**src/logic/css_pkg.sv**
```systemverilog
// Constants, types and field layout for clock source selection and start-up timing
// Function
// - Every reset loads the factory trim value into the oscillator trim register by itself.
// - Software may write the oscillator trim register, and the written value retunes the RC oscillator.
// - The reset delay after the 14 clocks always runs from the watchdog oscillator, whatever the system clock.
// - Select code 0010 picks the calibrated RC oscillator, and the fuses ship with that code.
// - A programmed divide-by-eight fuse divides the system clock by 8.
// - The RC source wakes in 6 clocks; reset adds 14 clocks, plus 0, 512 or 8192 watchdog cycles.
// - The start-up delay comes from the start-up field of the select register, loaded from fuses.
// - Start-up code 00 is only honoured while the reset pin disable fuse is not set.
// - The start-up fuses default to code 10, the longest option.
// - Select code 0011 routes the 128kHz oscillator to the clock generator.
// - The 128kHz source uses the same 6 clock wake and 14 clock plus delay reset timing.
// - Select bits 3 to 1 give the crystal mode: 100, 101, 110 or 111 by frequency band.
// - At reset the select and start-up fuses are copied into the select register, which then rules.
// - The millisecond delays count watchdog cycles: 512 for 4.1ms and 8192 for 65ms.
package css_pkg;
	localparam int CNT_W = 14;
	localparam int DIV_W = 3;
	// Register word addresses
	localparam logic [1:0] ADDR_SELECT = 2'h0;
	localparam logic [1:0] ADDR_TRIM = 2'h1;
	localparam logic [1:0] ADDR_STATUS = 2'h2;
	// Select and status register field layout
	localparam int SOURCE_SELECT_FIELD_LSB = 0;
	localparam int STARTUP_DELAY_FIELD_LSB = 4;
	localparam int ST_LSB = 0;
	localparam int RUN_BIT = 3;
	localparam int DIV_BIT = 4;
	localparam int SRC_LSB = 5;
	// Shipped defaults of the fuse copies
	localparam logic [3:0] SOURCE_SELECT_FIELD_DEFAULT = 4'h2;
	localparam logic [1:0] STARTUP_DELAY_FIELD_DEFAULT = 2'h2;
	localparam logic [7:0] TRIM_RESET = 8'h00;
	// Select and start-up codes
	localparam logic [3:0] SOURCE_SELECT_FIELD_RC = 4'h2;
	localparam logic [3:0] SOURCE_SELECT_FIELD_LP = 4'h3;
	localparam logic [1:0] STARTUP_DELAY_FIELD_FAST = 2'h0;
	localparam logic [1:0] STARTUP_DELAY_FIELD_SHORT = 2'h1;
	localparam logic [1:0] STARTUP_DELAY_FIELD_LONG = 2'h2;
	localparam logic [1:0] STARTUP_DELAY_FIELD_RSVD = 2'h3;
	// Cycle counts
	localparam logic [CNT_W-1:0] WAKE_CK_CYCLES = 14'h0006;
	localparam logic [CNT_W-1:0] RESET_CK_CYCLES = 14'h000E;
	localparam int WDT_SHORT_DEFAULT = 512;
	localparam int WDT_LONG_DEFAULT = 8192;
	localparam logic [DIV_W-1:0] DIV_LAST = 3'h7;
	localparam logic [1:0] SETTLE_CYCLES = 2'h2;
	// Fuse inputs, 1 means unprogrammed
	typedef struct packed {
		logic [7:0] trim;
		logic rstdis_n;
		logic div8_n;
		logic [1:0] startup_delay_fuses;
		logic [3:0] sel;
	} css_fuse_t;
	typedef enum logic [2:0] {
		ST_LOAD = 3'b000,
		ST_RESET_CK = 3'b001,
		ST_RESET_WDT = 3'b010,
		ST_RUN = 3'b011,
		ST_SLEEP = 3'b100,
		ST_WAKE = 3'b101,
		ST_HALT = 3'b110
	} css_state_t;
	typedef enum logic [1:0] {
		SRC_RC = 2'b00,
		SRC_LP = 2'b01,
		SRC_XTAL = 2'b10
	} css_src_t;
endpackage

```
**src/logic/css_top.sv**
```systemverilog
// Clock source select, start-up delay sequencer and Avalon-MM register slave
`timescale 1ns/1ps
module css_top #(
	parameter int WDT_SHORT_CYCLES = css_pkg::WDT_SHORT_DEFAULT,
	parameter int WDT_LONG_CYCLES = css_pkg::WDT_LONG_DEFAULT
) (
	input wire logic core_clk,
	input wire logic rst,
	input wire css_pkg::css_fuse_t fuses,
	input wire logic rc_osc,
	input wire logic lp_osc,
	input wire logic xtal_osc,
	input wire logic power_down,
	input wire logic [1:0] avs_address,
	input wire logic avs_read,
	input wire logic avs_write,
	input wire logic [31:0] avs_writedata,
	input wire logic [3:0] avs_byteenable,
	output logic [31:0] avs_readdata,
	output logic avs_waitrequest,
	output logic sys_clk_en,
	output logic core_run,
	output logic [7:0] osc_trim,
	output logic [2:0] xtal_mode,
	output css_pkg::css_src_t src_route
);
	localparam int SYNC_W = 20;
	localparam int CNT_W_L = css_pkg::CNT_W;
	// Two-flop synchronisers, plus a third stage for edge detection
	logic [SYNC_W-1:0] sync1;
	logic [SYNC_W-1:0] sync2;
	logic [2:0] osc_d;
	css_pkg::css_fuse_t fuse_s;
	logic rc_tick;
	logic lp_tick;
	logic xtal_tick;
	logic pd_s;
	always_ff @(posedge core_clk or posedge rst) begin
		if (rst) begin
			sync1 <= '0;
			sync2 <= '0;
			osc_d <= '0;
		end else begin
			sync1 <= {power_down, xtal_osc, lp_osc, rc_osc, fuses};
			sync2 <= sync1;
			osc_d <= sync2[18:16];
		end
	end
	assign fuse_s = sync2[15:0];
	assign pd_s = sync2[19];
	// Rising edges of each oscillator are its cycles
	assign rc_tick = sync2[16] & ~osc_d[0];
	assign lp_tick = sync2[17] & ~osc_d[1];
	assign xtal_tick = sync2[18] & ~osc_d[2];

	// Control state
	css_pkg::css_state_t state;
	css_pkg::css_state_t next_state;
	logic [3:0] source_select_field;
	logic [3:0] next_source_select_field;
	logic [1:0] startup_delay_field;
	logic [1:0] next_startup_delay_field;
	logic [7:0] next_osc_trim;
	logic div8;
	logic next_div8;
	logic rstdis;
	logic next_rstdis;
	logic [CNT_W_L-1:0] cnt;
	logic [CNT_W_L-1:0] next_cnt;
	logic [1:0] settle;
	logic [1:0] next_settle;
	logic [2:0] div;
	logic [2:0] next_div;
	logic next_sys_clk_en;
	css_pkg::css_src_t next_src_route;
	logic sel_tick;
	logic [CNT_W_L-1:0] wdt_target;
	logic [1:0] eff_sut;
	logic wr_sel;
	logic wr_trim;

	// Source routing from the select field
	always_comb begin
		if (source_select_field == css_pkg::SOURCE_SELECT_FIELD_RC) begin
			next_src_route = css_pkg::SRC_RC;
			sel_tick = rc_tick;
		end else if (source_select_field == css_pkg::SOURCE_SELECT_FIELD_LP) begin
			next_src_route = css_pkg::SRC_LP;
			sel_tick = lp_tick;
		end else begin
			next_src_route = css_pkg::SRC_XTAL;
			sel_tick = xtal_tick;
		end
	end

	// Code 00 falls back to the short delay once the reset pin is disabled
	assign eff_sut = (startup_delay_field == css_pkg::STARTUP_DELAY_FIELD_FAST && rstdis) ? css_pkg::STARTUP_DELAY_FIELD_SHORT : startup_delay_field;
	always_comb begin
		unique case (eff_sut)
			css_pkg::STARTUP_DELAY_FIELD_SHORT: wdt_target = CNT_W_L'(WDT_SHORT_CYCLES);
			css_pkg::STARTUP_DELAY_FIELD_LONG: wdt_target = CNT_W_L'(WDT_LONG_CYCLES);
			default: wdt_target = '0;
		endcase
	end

	// Sequencer, registers and gated clock enable
	always_comb begin
		next_state = state;
		next_source_select_field = source_select_field;
		next_startup_delay_field = startup_delay_field;
		next_osc_trim = osc_trim;
		next_div8 = div8;
		next_rstdis = rstdis;
		next_cnt = cnt;
		next_settle = settle;
		next_div = div;
		next_sys_clk_en = 1'b0;
		if (wr_sel) begin
			next_source_select_field = avs_writedata[css_pkg::SOURCE_SELECT_FIELD_LSB +: 4];
			next_startup_delay_field = avs_writedata[css_pkg::STARTUP_DELAY_FIELD_LSB +: 2];
		end
		if (wr_trim) begin
			next_osc_trim = avs_writedata[7:0];
		end
		unique case (state)
			css_pkg::ST_LOAD: begin
				next_settle = settle + 2'h1;
				if (settle == css_pkg::SETTLE_CYCLES) begin
					next_source_select_field = fuse_s.sel;
					next_startup_delay_field = fuse_s.startup_delay_fuses;
					next_osc_trim = fuse_s.trim;
					next_div8 = ~fuse_s.div8_n;
					next_rstdis = ~fuse_s.rstdis_n;
					next_cnt = '0;
					next_state = (fuse_s.startup_delay_fuses == css_pkg::STARTUP_DELAY_FIELD_RSVD) ? css_pkg::ST_HALT
						: css_pkg::ST_RESET_CK;
				end
			end
			css_pkg::ST_RESET_CK: begin
				if (sel_tick) begin
					next_cnt = cnt + 1'b1;
					if (next_cnt == css_pkg::RESET_CK_CYCLES) begin
						next_cnt = '0;
						next_state = (wdt_target == '0) ? css_pkg::ST_RUN
							: css_pkg::ST_RESET_WDT;
					end
				end
			end
			css_pkg::ST_RESET_WDT: begin
				if (lp_tick) begin
					next_cnt = cnt + 1'b1;
					if (next_cnt == wdt_target) begin
						next_state = css_pkg::ST_RUN;
					end
				end
			end
			css_pkg::ST_RUN: begin
				if (sel_tick) begin
					next_div = div + 3'h1;
					next_sys_clk_en = ~div8 | (div == css_pkg::DIV_LAST);
				end
				if (pd_s) begin
					next_state = css_pkg::ST_SLEEP;
					next_sys_clk_en = 1'b0;
				end else if (wr_sel && next_source_select_field != source_select_field) begin
					// New source: gate and time its start-up
					next_state = css_pkg::ST_WAKE;
					next_cnt = '0;
					next_div = '0;
					next_sys_clk_en = 1'b0;
				end
			end
			css_pkg::ST_SLEEP: begin
				next_cnt = '0;
				if (!pd_s) begin
					next_state = css_pkg::ST_WAKE;
				end
			end
			css_pkg::ST_WAKE: begin
				if (sel_tick) begin
					next_cnt = cnt + 1'b1;
					if (next_cnt == css_pkg::WAKE_CK_CYCLES) begin
						next_state = css_pkg::ST_RUN;
					end
				end
			end
			css_pkg::ST_HALT: begin
				next_state = css_pkg::ST_HALT;
			end
			default: begin
				next_state = css_pkg::ST_HALT;
			end
		endcase
	end

	always_ff @(posedge core_clk or posedge rst) begin
		if (rst) begin
			state <= css_pkg::ST_LOAD;
			source_select_field <= css_pkg::SOURCE_SELECT_FIELD_DEFAULT;
			startup_delay_field <= css_pkg::STARTUP_DELAY_FIELD_DEFAULT;
			osc_trim <= css_pkg::TRIM_RESET;
			div8 <= 1'b1;
			rstdis <= 1'b0;
			cnt <= '0;
			settle <= '0;
			div <= '0;
			sys_clk_en <= 1'b0;
			core_run <= 1'b0;
			src_route <= css_pkg::SRC_RC;
		end else begin
			state <= next_state;
			source_select_field <= next_source_select_field;
			startup_delay_field <= next_startup_delay_field;
			osc_trim <= next_osc_trim;
			div8 <= next_div8;
			rstdis <= next_rstdis;
			cnt <= next_cnt;
			settle <= next_settle;
			div <= next_div;
			sys_clk_en <= next_sys_clk_en;
			core_run <= (next_state == css_pkg::ST_RUN);
			src_route <= next_src_route;
		end
	end
	assign xtal_mode = source_select_field[3:1];

	// Avalon slave: one wait state, read data registered
	logic next_wait;
	logic [31:0] next_rdata;
	logic req;
	assign req = avs_read | avs_write;
	assign wr_sel = avs_write & ~avs_waitrequest & avs_byteenable[0]
		& (avs_address == css_pkg::ADDR_SELECT);
	assign wr_trim = avs_write & ~avs_waitrequest & avs_byteenable[0]
		& (avs_address == css_pkg::ADDR_TRIM);
	always_comb begin
		next_wait = ~(req & avs_waitrequest);
		next_rdata = avs_readdata;
		if (avs_read && avs_waitrequest) begin
			next_rdata = 32'h0000_0000;
			unique case (avs_address)
				css_pkg::ADDR_SELECT: begin
					next_rdata[css_pkg::SOURCE_SELECT_FIELD_LSB +: 4] = source_select_field;
					next_rdata[css_pkg::STARTUP_DELAY_FIELD_LSB +: 2] = startup_delay_field;
				end
				css_pkg::ADDR_TRIM: next_rdata[7:0] = osc_trim;
				css_pkg::ADDR_STATUS: begin
					next_rdata[css_pkg::ST_LSB +: 3] = state;
					next_rdata[css_pkg::RUN_BIT] = core_run;
					next_rdata[css_pkg::DIV_BIT] = div8;
					next_rdata[css_pkg::SRC_LSB +: 2] = src_route;
				end
				default: next_rdata = 32'h0000_0000;
			endcase
		end
	end
	always_ff @(posedge core_clk or posedge rst) begin
		if (rst) begin
			avs_waitrequest <= 1'b1;
			avs_readdata <= 32'h0000_0000;
		end else begin
			avs_waitrequest <= next_wait;
			avs_readdata <= next_rdata;
		end
	end

	// Watchdog edges seen in the reset delay, kept apart from the sequencer count
	logic [CNT_W_L-1:0] wdt_seen;
	logic [CNT_W_L-1:0] next_wdt_seen;
	always_comb begin
		next_wdt_seen = '0;
		if (state == css_pkg::ST_RESET_WDT) begin
			next_wdt_seen = wdt_seen + CNT_W_L'(lp_tick);
		end
	end
	always_ff @(posedge core_clk or posedge rst) begin
		if (rst) begin
			wdt_seen <= '0;
		end else begin
			wdt_seen <= next_wdt_seen;
		end
	end
endmodule

```
**config.mk**
```make
export PLATFORM = sky130hd
export DESIGN_NAME = css_top
export DESIGN_NICKNAME = d
export VERILOG_FILES = /design/src/logic/css_pkg.sv /design/src/logic/css_top.sv
export SDC_FILE = /design/constraint.sdc
export NUM_CORES = 1
export LEC_CHECK = 0
export ABC_AREA = 1
export BUFFER_PORTS_ARGS = -buffer_cell sky130_fd_sc_hd__buf_4
export CAP_MARGIN = 20
export CORE_MARGIN = 2
export CORE_UTILIZATION = 30
export DETAILED_ROUTE_END_ITERATION = 16
export GPL_ROUTABILITY_DRIVEN = 0
export GPL_TIMING_DRIVEN = 1
export HOLD_SLACK_MARGIN = 0.08
export PLACE_DENSITY_LB_ADDON = 0.25
export SYNTH_ARGS = -nofsm -noshare
export SYNTH_HDL_FRONTEND = slang
export SYNTH_SLANG_ARGS = --single-unit
```
**constraint.sdc**
```tcl
create_clock -name core_clk -period 5.4 [get_ports core_clk]
set_input_delay 0.81 -clock core_clk [delete_from_list [all_inputs] [get_ports core_clk]]
set_output_delay 0.81 -clock core_clk [all_outputs]
set_load 0.02 [all_outputs]
```
==> flow_metrics.py, run 1 <==
metrics = {
    "pwr": {
        "sequentialPowerShare_pct": 48.3,
        "cellPowerDensity_nw_per_um2": 320,
        "swShare_pct": 28.7,
        "pwr-share-clk_pct": 36.8,
        "vdd.ir_drop.worst_v": 0.000195,
        "comb_power_share_pct": 14.9,
        "internal_power_mw": 1.19,
        "p_sw_uw": 481,
        "p_leak_nw": 2.45,
    },
    "critical_path": {
        "critical-path-slowest-cell": "nor2_4",
        "cpPeakStageDelay_ns": 0.32,
        "crit_type": "input pin to flop",
        "r2r_cells": 12,
        "cp.required_ns": 5.67,
        "cp.arrival_ns": 2.80,
        "cp_top_family": "simple AND/OR/NAND/NOR gates",
        "path_cells": "buf_4 -> inv_1 -> ha_1 -> inv_1 -> nor2_4 -> nand2_1 -> o21ai_1 -> nor2_1 -> nand3_1 -> nand2_2 -> inv_1 -> nand3_1 -> o21ai_0",
        "cp_max_fo": 25,
        "ff2ff_setup_slack_ns": 3.04,
        "worstSetupEndpointType": "flop",
        "r2r-start": "cnt[0]",
        "path_depth": 13,
        "worstSetupEndpoint": "cnt[12]",
        "critPathLaunchType": "input pin",
        "cp-startpoint": "avs_address[0]",
        "r2r_end": "cnt[2]",
        "cp.buffers_inverters": 4,
        "cpMostUsedCell": "inv_1",
    },
    "die": {
        "design.core.area_um2": 14500,
        "row_count": 44,
        "pin_count": 110,
        "initial_core_util_pct": 30.7,
        "die_w_um": 126,
        "die_h_um": 126,
        "die_area_um2": 15800,
    },
    "route": {
        "viasPerCell": 4.51,
        "wl_per_cell_um": 12.5,
        "drt-initial-drc-count": 189,
        "drt_wl_total_mm": 9.42,
        "antenna_left": 0,
        "drtPass1Iterations": 4,
        "drc": 0,
        "vias": 3409,
    },
    "yosys": {
        "synthArstFlopShare_pct": 100,
        "ys_warn_count": 0,
        "netlist_area_um2": 4440,
        "ys_seq_area_share_pct": 53.1,
        "ys.flop_type": "dfrtp_1",
        "netlist_instances": 513,
        "ys_types": 31,
        "synth-edff-count": 0,
        "ys_seq_elements": 94,
        "syn_area_per_cell_um2": 8.66,
    },
    "sta": {
        "skew_ns": 0.0111,
        "max_freq_ghz": 0.396,
        "setup_viol": 0,
        "finalCritPeriodShare_pct": 46.8,
        "tns_ns": 0,
        "slew_viol_final": 0,
        "worst_pin_slew_ns": 0.807,
        "fin_crit_ns": 2.53,
        "slew_headroom_pct": 46.2,
        "rsz0062_at_grt": "no",
        "hold_violations": 0,
    },
    "cts": {
        "cts_root_buf": "clkbuf_16",
        "cts_tree": "built",
        "clock_latency_ns": 0.35,
        "post-cts-setup-buffers": 0,
        "clock-sinks": 94,
        "cts_resized": 0,
        "cts_hold_buffers": 0,
        "cts_made_buffers": 9,
        "clk_pin_slew_ns": 0.07,
        "clockBufferDepth": 2,
        "cts_max_level": 3,
    },
    "final_layout": {
        "num-fill-cells": 1483,
        "area_growth_pct": 17.8,
        "multiInputGateArea_um2": 1710,
        "drive_gt1_share_pct": 16.8,
        "fin_util_pct": 36.1,
        "nets": 639,
        "seq_area_um2": 2360,
        "antennaDiodeCount": 0,
    },
    "global_routing": {
        "grt_pass1_wl_mm": 15.7,
        "grt_pass1_vias": 3268,
        "grt_max_degree": 68,
        "grt_overflow": 0,
        "grt_antenna_before_repair": 0,
        "grt.total_usage_pct": 12.5,
    },
    "placement": {
        "portBuffers": 58,
        "dp_hpwl_mm": 6.95,
    },
    "hold_path": {
        "hp-class": "flop to flop",
    },
    "status": {
        "status": "completed",
    },
    "flow_run": {
        "max_cap_violations": 0,
    },
}
-- synthesized netlist by cell type, types with 2 or more instances --
cell type / instances / area share (%)
buf_4: 27 / 4.6
dfrtp_1: 90 / 51
o22ai_1: 2 / 0.28
nand3_2: 5 / 1.1
nand3_1: 36 / 4.1
xor2_1: 2 / 0.39
clkbuf_1: 7 / 0.59
nor2_1: 50 / 4.2
buf_2: 4 / 0.45
or2_2: 2 / 0.28
dfstp_2: 4 / 2.4
o21ai_0: 43 / 4.8
a22o_1: 2 / 0.39
ha_1: 10 / 2.8
a31oi_1: 2 / 0.28
nand4_1: 7 / 0.99
nor2_2: 3 / 0.42
nor2_4: 3 / 0.76
o21ai_1: 13 / 1.5
nand2_2: 3 / 0.42
nand3b_1: 8 / 1.4
nand2_1: 109 / 9.2
a21oi_1: 20 / 2.3
inv_1: 54 / 4.6
-- worst min path at each step --
stage                           end  cells after the start  slack, ns       from
after floorplan            sync2[0]                      0       0.33   sync1[0]
after detailed placement  sync2[10]                      0       0.33  sync1[10]
after CTS                 sync2[10]                      0       0.35  sync1[10]
after global placement    sync2[10]                      0       0.33  sync1[10]
final                     sync2[16]                      0       0.35  sync1[16]
after global routing       sync2[0]                      0       0.36   sync1[0]
-- registers in the layout, summed over array words and instances, names as in the netlist, 3 cells and up --
signal,flops
sync1,20
osc_trim,8
sync2,20
cnt,14
avs_readdata,8
div,3
source_select_field,4
osc_d,3
state,3
-- kinds of logic after synthesis --
logic type	Yosys count	synth area share, %
and+or+nand+nor	227	23.0
DFF	94	53.1
buffers and inverters	93	10.4
AOI/OAI and AO/OA	85	10.0
adders and majority gates	10	2.82
xor gates and xnor gates	3	0.592
other	1	0.0844
-- power by group through the flow --
| stage | Clock, mW | Sequential (mW) | Combinational (mW) |
|---|---|---|---|
| floorplan | 0 | 0.848 | 0.129 |
| global placement | 0 | 0.822 | 0.252 |
| detailed placement | 0 | 0.824 | 0.254 |
| CTS | 0.638 | 0.810 | 0.255 |
| global route | 0.672 | 0.817 | 0.275 |
| finish | 0.616 | 0.810 | 0.250 |
-- cell usage in the layout (no fill, tap or decap) --
master | synthesis | routed
a211oi_1 | 1 | 1
a21oi_1 | 20 | 20
a22o_1 | 2 | 2
a22oi_1 | 1 | 1
a31oi_1 | 2 | 2
buf_4 | 27 | 59
clkbuf_16 | 0 | 9
clkbuf_8 | 0 | 1
clkinv_2 | 0 | 1
clkinv_4 | 0 | 1
conb_1 | 1 | 24
dfrtp_1 | 90 | 90
dfstp_2 | 4 | 4
ha_1 | 10 | 10
inv_1 | 54 | 53
inv_4 | 0 | 1
inv_6 | 0 | 3
inv_8 | 0 | 1
nand2_1 | 109 | 109
nand2_2 | 3 | 3
nand3_1 | 36 | 36
nand3_2 | 5 | 5
nand3b_1 | 8 | 8
nand4_1 | 7 | 7
nor2_1 | 50 | 50
nor2_2 | 3 | 3
nor2_4 | 3 | 3
o21ai_0 | 43 | 43
o21ai_1 | 13 | 13
o22ai_1 | 2 | 2
o31ai_1 | 1 | 1
or2_1 | 1 | 1
or2_2 | 2 | 2
xnor2_1 | 1 | 1
xor2_1 | 2 | 2
-- layer usage --
metal	wire, um	vias to the layer above	global-route usage, %
met5	0	-	0
met4	232	0	5.56
met3	329	14	2.97
met2	4630	76	20.8
met1	4230	1606	15.6
li1	-	1713	-
-- stage by stage --
step | setup WS, ns | area (um2) | cells | hold WS [ns] | total power [mW]
detailed placement | 2.52 | 4940 | 740 | 0.335 | 1.08
floorplan | 2.15 | 4530 | 536 | 0.331 | 0.977
global placement | 2.54 | 4940 | 740 | 0.331 | 1.07
CTS | 2.88 | 5230 | 756 | 0.351 | 1.70
finish | 2.87 | 5230 | 756 | 0.348 | 1.68
global route | 2.65 | 5230 | 756 | 0.356 | 1.76
-- layout make-up --
type                    count  share of cell area [%]
inverters                  54                    3.92
multi-input cells         349                    32.6
clock inverters             6                   0.980
clock buffers              10                    4.57
repair buffers             59                    8.46
well taps                 184                    4.40
flip-flops and latches     94                    45.0
Power figures use the tool's default switching activity.
==> inputs of run 2 (changes only) <==
ABC_AREA = 0   (was 1)
clock period = 2.3 ns   (was 5.4 ns; I/O delays follow)
==> run 2 against run 1 <==
The flow now finishes with violations (negative setup slack). Total power grew 140%. First-iteration DRC count grew 21%. Design area grew 6.2%. Critical endpoint is now cnt[2]. Wire length grew 0.14%. Via count shrank 9.1%. Area after synthesis shrank 1.9%. Flip-flop and latch count is the same. Synthesized cell count shrank 22%. Critical path type is now flop to flop. Worst setup slack lost 2.9 ns. Hold slack lost 0.24 ns. Clock-buffer cell count shrank 1. Register-to-register slack lost 3.1 ns.
==> flow_metrics.py, run 2 <==
metrics = {
    "status": {
        "status": "complete, but fails checks",
        "violations": "negative setup slack",
    },
    "yosys": {
        "yosysMostFrequentCell": "dfrtp_1",
        "syn_area_per_cell_um2": 10.9,
        "synth_common_cells": "dfrtp_1 (90), nand2_1 (44), o21ai_0 (31), buf_4 (27), mux2i_1 (16)",
        "ys_warn_count": 0,
        "ys_seq_elements": 94,
        "ys_seq_area_share_pct": 54.1,
        "netlist_instances": 398,
        "ys_types": 61,
        "synth_top_area_cell": "dfrtp_1",
        "synth-edff-count": 0,
        "ys.flop_type": "dfrtp_1",
        "netlist_area_um2": 4360,
        "synthArstFlopShare_pct": 100,
        "post-synth-top-area-fraction_pct": 51.7,
        "synth.area.top_cells": "dfrtp_1 (52%), buf_4 (4.7%), nand2_1 (3.8%), mux2i_1 (3.7%), o21ai_0 (3.6%)",
    },
    "cts": {
        "cts_root_buf": "clkbuf_16",
        "cts_made_buffers": 9,
        "clk_pin_slew_ns": 0.07,
        "clock_latency_ns": 0.34,
        "clockBufferDepth": 2,
        "clock-sinks": 94,
        "cts_max_level": 3,
        "cts_tree": "built",
    },
    "pwr": {
        "swShare_pct": 29.0,
        "p_sw_mw": 1.17,
        "sequentialPowerShare_pct": 47.4,
        "cellPowerDensity_nw_per_um2": 724,
        "pwr-share-clk_pct": 36.6,
        "internal_power_mw": 2.86,
        "comb_power_share_pct": 16.0,
        "vdd.ir_drop.worst_v": 0.000403,
        "power_mw": 4.02,
        "p_leak_nw": 2.51,
    },
    "die": {
        "row_count": 44,
        "die_h_um": 124,
        "die_area_um2": 15500,
        "design.core.area_um2": 14400,
        "pin_count": 110,
        "initial_core_util_pct": 30.3,
        "die_w_um": 124,
    },
    "sta": {
        "setup_slack_ns": -0.0101,
        "fin_crit_ns": 2.31,
        "skew_ns": 0.00944,
        "hold_violations": 0,
        "max_freq_ghz": 0.433,
        "setup_viol": 2,
        "worst_pin_slew_ns": 0.680,
        "finalCritPeriodShare_pct": 100,
        "slew_viol_final": 0,
        "rsz0062_at_grt": "yes",
        "slew_headroom_pct": 54.4,
    },
    "placement": {
        "dp_cells": 655,
        "portBuffers": 58,
        "dp_hpwl_mm": 6.90,
        "dpl_worst_slack_ns": -0.118,
    },
    "final_layout": {
        "seq_area_um2": 2360,
        "nets": 558,
        "num-fill-cells": 1408,
        "drive_gt1_share_pct": 31.6,
        "largest_registers": "sync1 (20), sync2 (20), cnt (14)",
        "multiInputGateArea_um2": 1830,
        "layout_commonest_cell": "buf_4",
        "layout.cells.non_filler": 675,
        "area_growth_pct": 27.6,
        "final_cell_mix": "buf_4 (98), dfrtp_1 (86), nand2_1 (43)",
        "antennaDiodeCount": 0,
    },
    "global_routing": {
        "grt_pass1_vias": 3118,
        "grt_max_degree": 52,
        "grt_overflow": 0,
        "grt_antenna_before_repair": 0,
        "grt.total_usage_pct": 12.3,
        "grt_pass1_wl_mm": 15.6,
    },
    "route": {
        "vias": 3098,
        "drt_wl_total_mm": 9.44,
        "antenna_left": 0,
        "drt-initial-drc-count": 229,
        "drtPass1Iterations": 4,
        "drc": 0,
        "wl_per_cell_um": 14.0,
        "viasPerCell": 4.59,
    },
    "critical_path": {
        "r2r_cells": 9,
        "critical-path-slowest-cell": "dfrtp_2",
        "crit_type": "flop to flop",
        "path_cells": "ha_4 -> a311oi_2 -> a31o_2 -> a31oi_2 -> or3_4 -> o21ai_4 -> buf_4 -> o21bai_1 -> a22o_1",
        "critPathLaunchType": "flop",
        "cp.arrival_ns": 2.54,
        "cp.required_ns": 2.53,
        "worstSetupEndpointType": "flop",
        "cpPeakStageDelay_ns": 0.46,
        "cp_max_fo": 6,
    },
    "hold_path": {
        "holdPathStages": 1,
        "hp-class": "input pin to flop",
    },
    "flow_run": {
        "max_cap_violations": 0,
    },
}
==> run 2: cells by family after synthesis <==
logic type | count (synthesis) | synth area share, %
buffers and inverters | 58 | 8.07
and+or+nand+nor | 117 | 14.1
AOI/OAI and AO/OA | 89 | 14.4
adders and majority gates | 10 | 2.87
muxes | 17 | 3.94
other | 1 | 0.0861
xor gates and xnor gates | 12 | 2.41
DFF | 94 | 54.1
==> run 2: final timing paths <==
check                          from         to  slack [ns]
setup / recovery             cnt[1]     cnt[2]       -0.01
hold / removal             fuses[1]   sync1[1]        0.11
setup reg to reg             cnt[1]     cnt[2]       -0.01
hold reg to reg            sync1[6]   sync2[6]        0.35
max in group asynchronous       rst       div8        1.02
min in group asynchronous       rst  sync1[14]        0.58
==> run 2: timing repair <==
item                                    CTS  global route
resized for setup                         4            17
pin swaps                                 1             6
hold endpoints to repair                 19             0
hold buffers                              1             0
buffers inserted                          0             3
endpoints found under the setup margin    8            10
==> run 2: cell type report <==
cell class | count | share of cell area (%)
inverter | 9 | 0.675
clock buffer | 9 | 4.05
multi-input combinational | 269 | 32.9
clock inverter | 7 | 1.31
sequential | 94 | 42.5
timing repair buffer | 103 | 14.4
tap | 184 | 4.14
==> run 2: worst max-delay path, delay by kind of cell, from the launching register on <==
| kind | cells | cell delay [ns] |
|---|---|---|
| DFF | 1 | 0.46 |
| AOI/OAI and AO/OA | 6 | 0.99 |
| adders and majority gates | 1 | 0.19 |
| buffers and inverters | 1 | 0.17 |
| and+or+nand+nor | 1 | 0.40 |
==> run 2: routing by layer <==
metal	vias to the layer above	share of wire (%)	track usage, %
met1	1489	44	15.7
met5	-	0	0
met2	67	52	21.3
li1	1536	-	-
met3	6	3.3	2.02
met4	0	0.92	3.83
==> run 2: stage by stage <==
| stage | hold slack (ns) | cell area, um2 | setup TNS [ns] | utilization, % |
|---|---|---|---|---|
| 3_5_place_dp | 0.335 | 5120 | -0.498 | 35.6 |
| 2_1_floorplan | 0.331 | 4450 | 0 | - |
| 3_3_place_gp | 0.332 | 5120 | -0.564 | 35.6 |
| 5_1_grt | 0.0875 | 5560 | -0.676 | 38.7 |
| 4_1_cts | 0.0947 | 5450 | 0 | 37.9 |
| 6_report | 0.108 | 5560 | -0.0103 | 38.7 |
==> run 2: power groups by stage <==
stage | Clock [mW] | Combinational [mW] | Sequential (mW)
floorplan | 0 | 0.306 | 2.01
global placement | 0 | 0.643 | 1.93
detailed placement | 0 | 0.653 | 1.94
CTS | 1.51 | 0.654 | 1.91
global route | 1.60 | 0.701 | 1.93
finish | 1.47 | 0.643 | 1.91
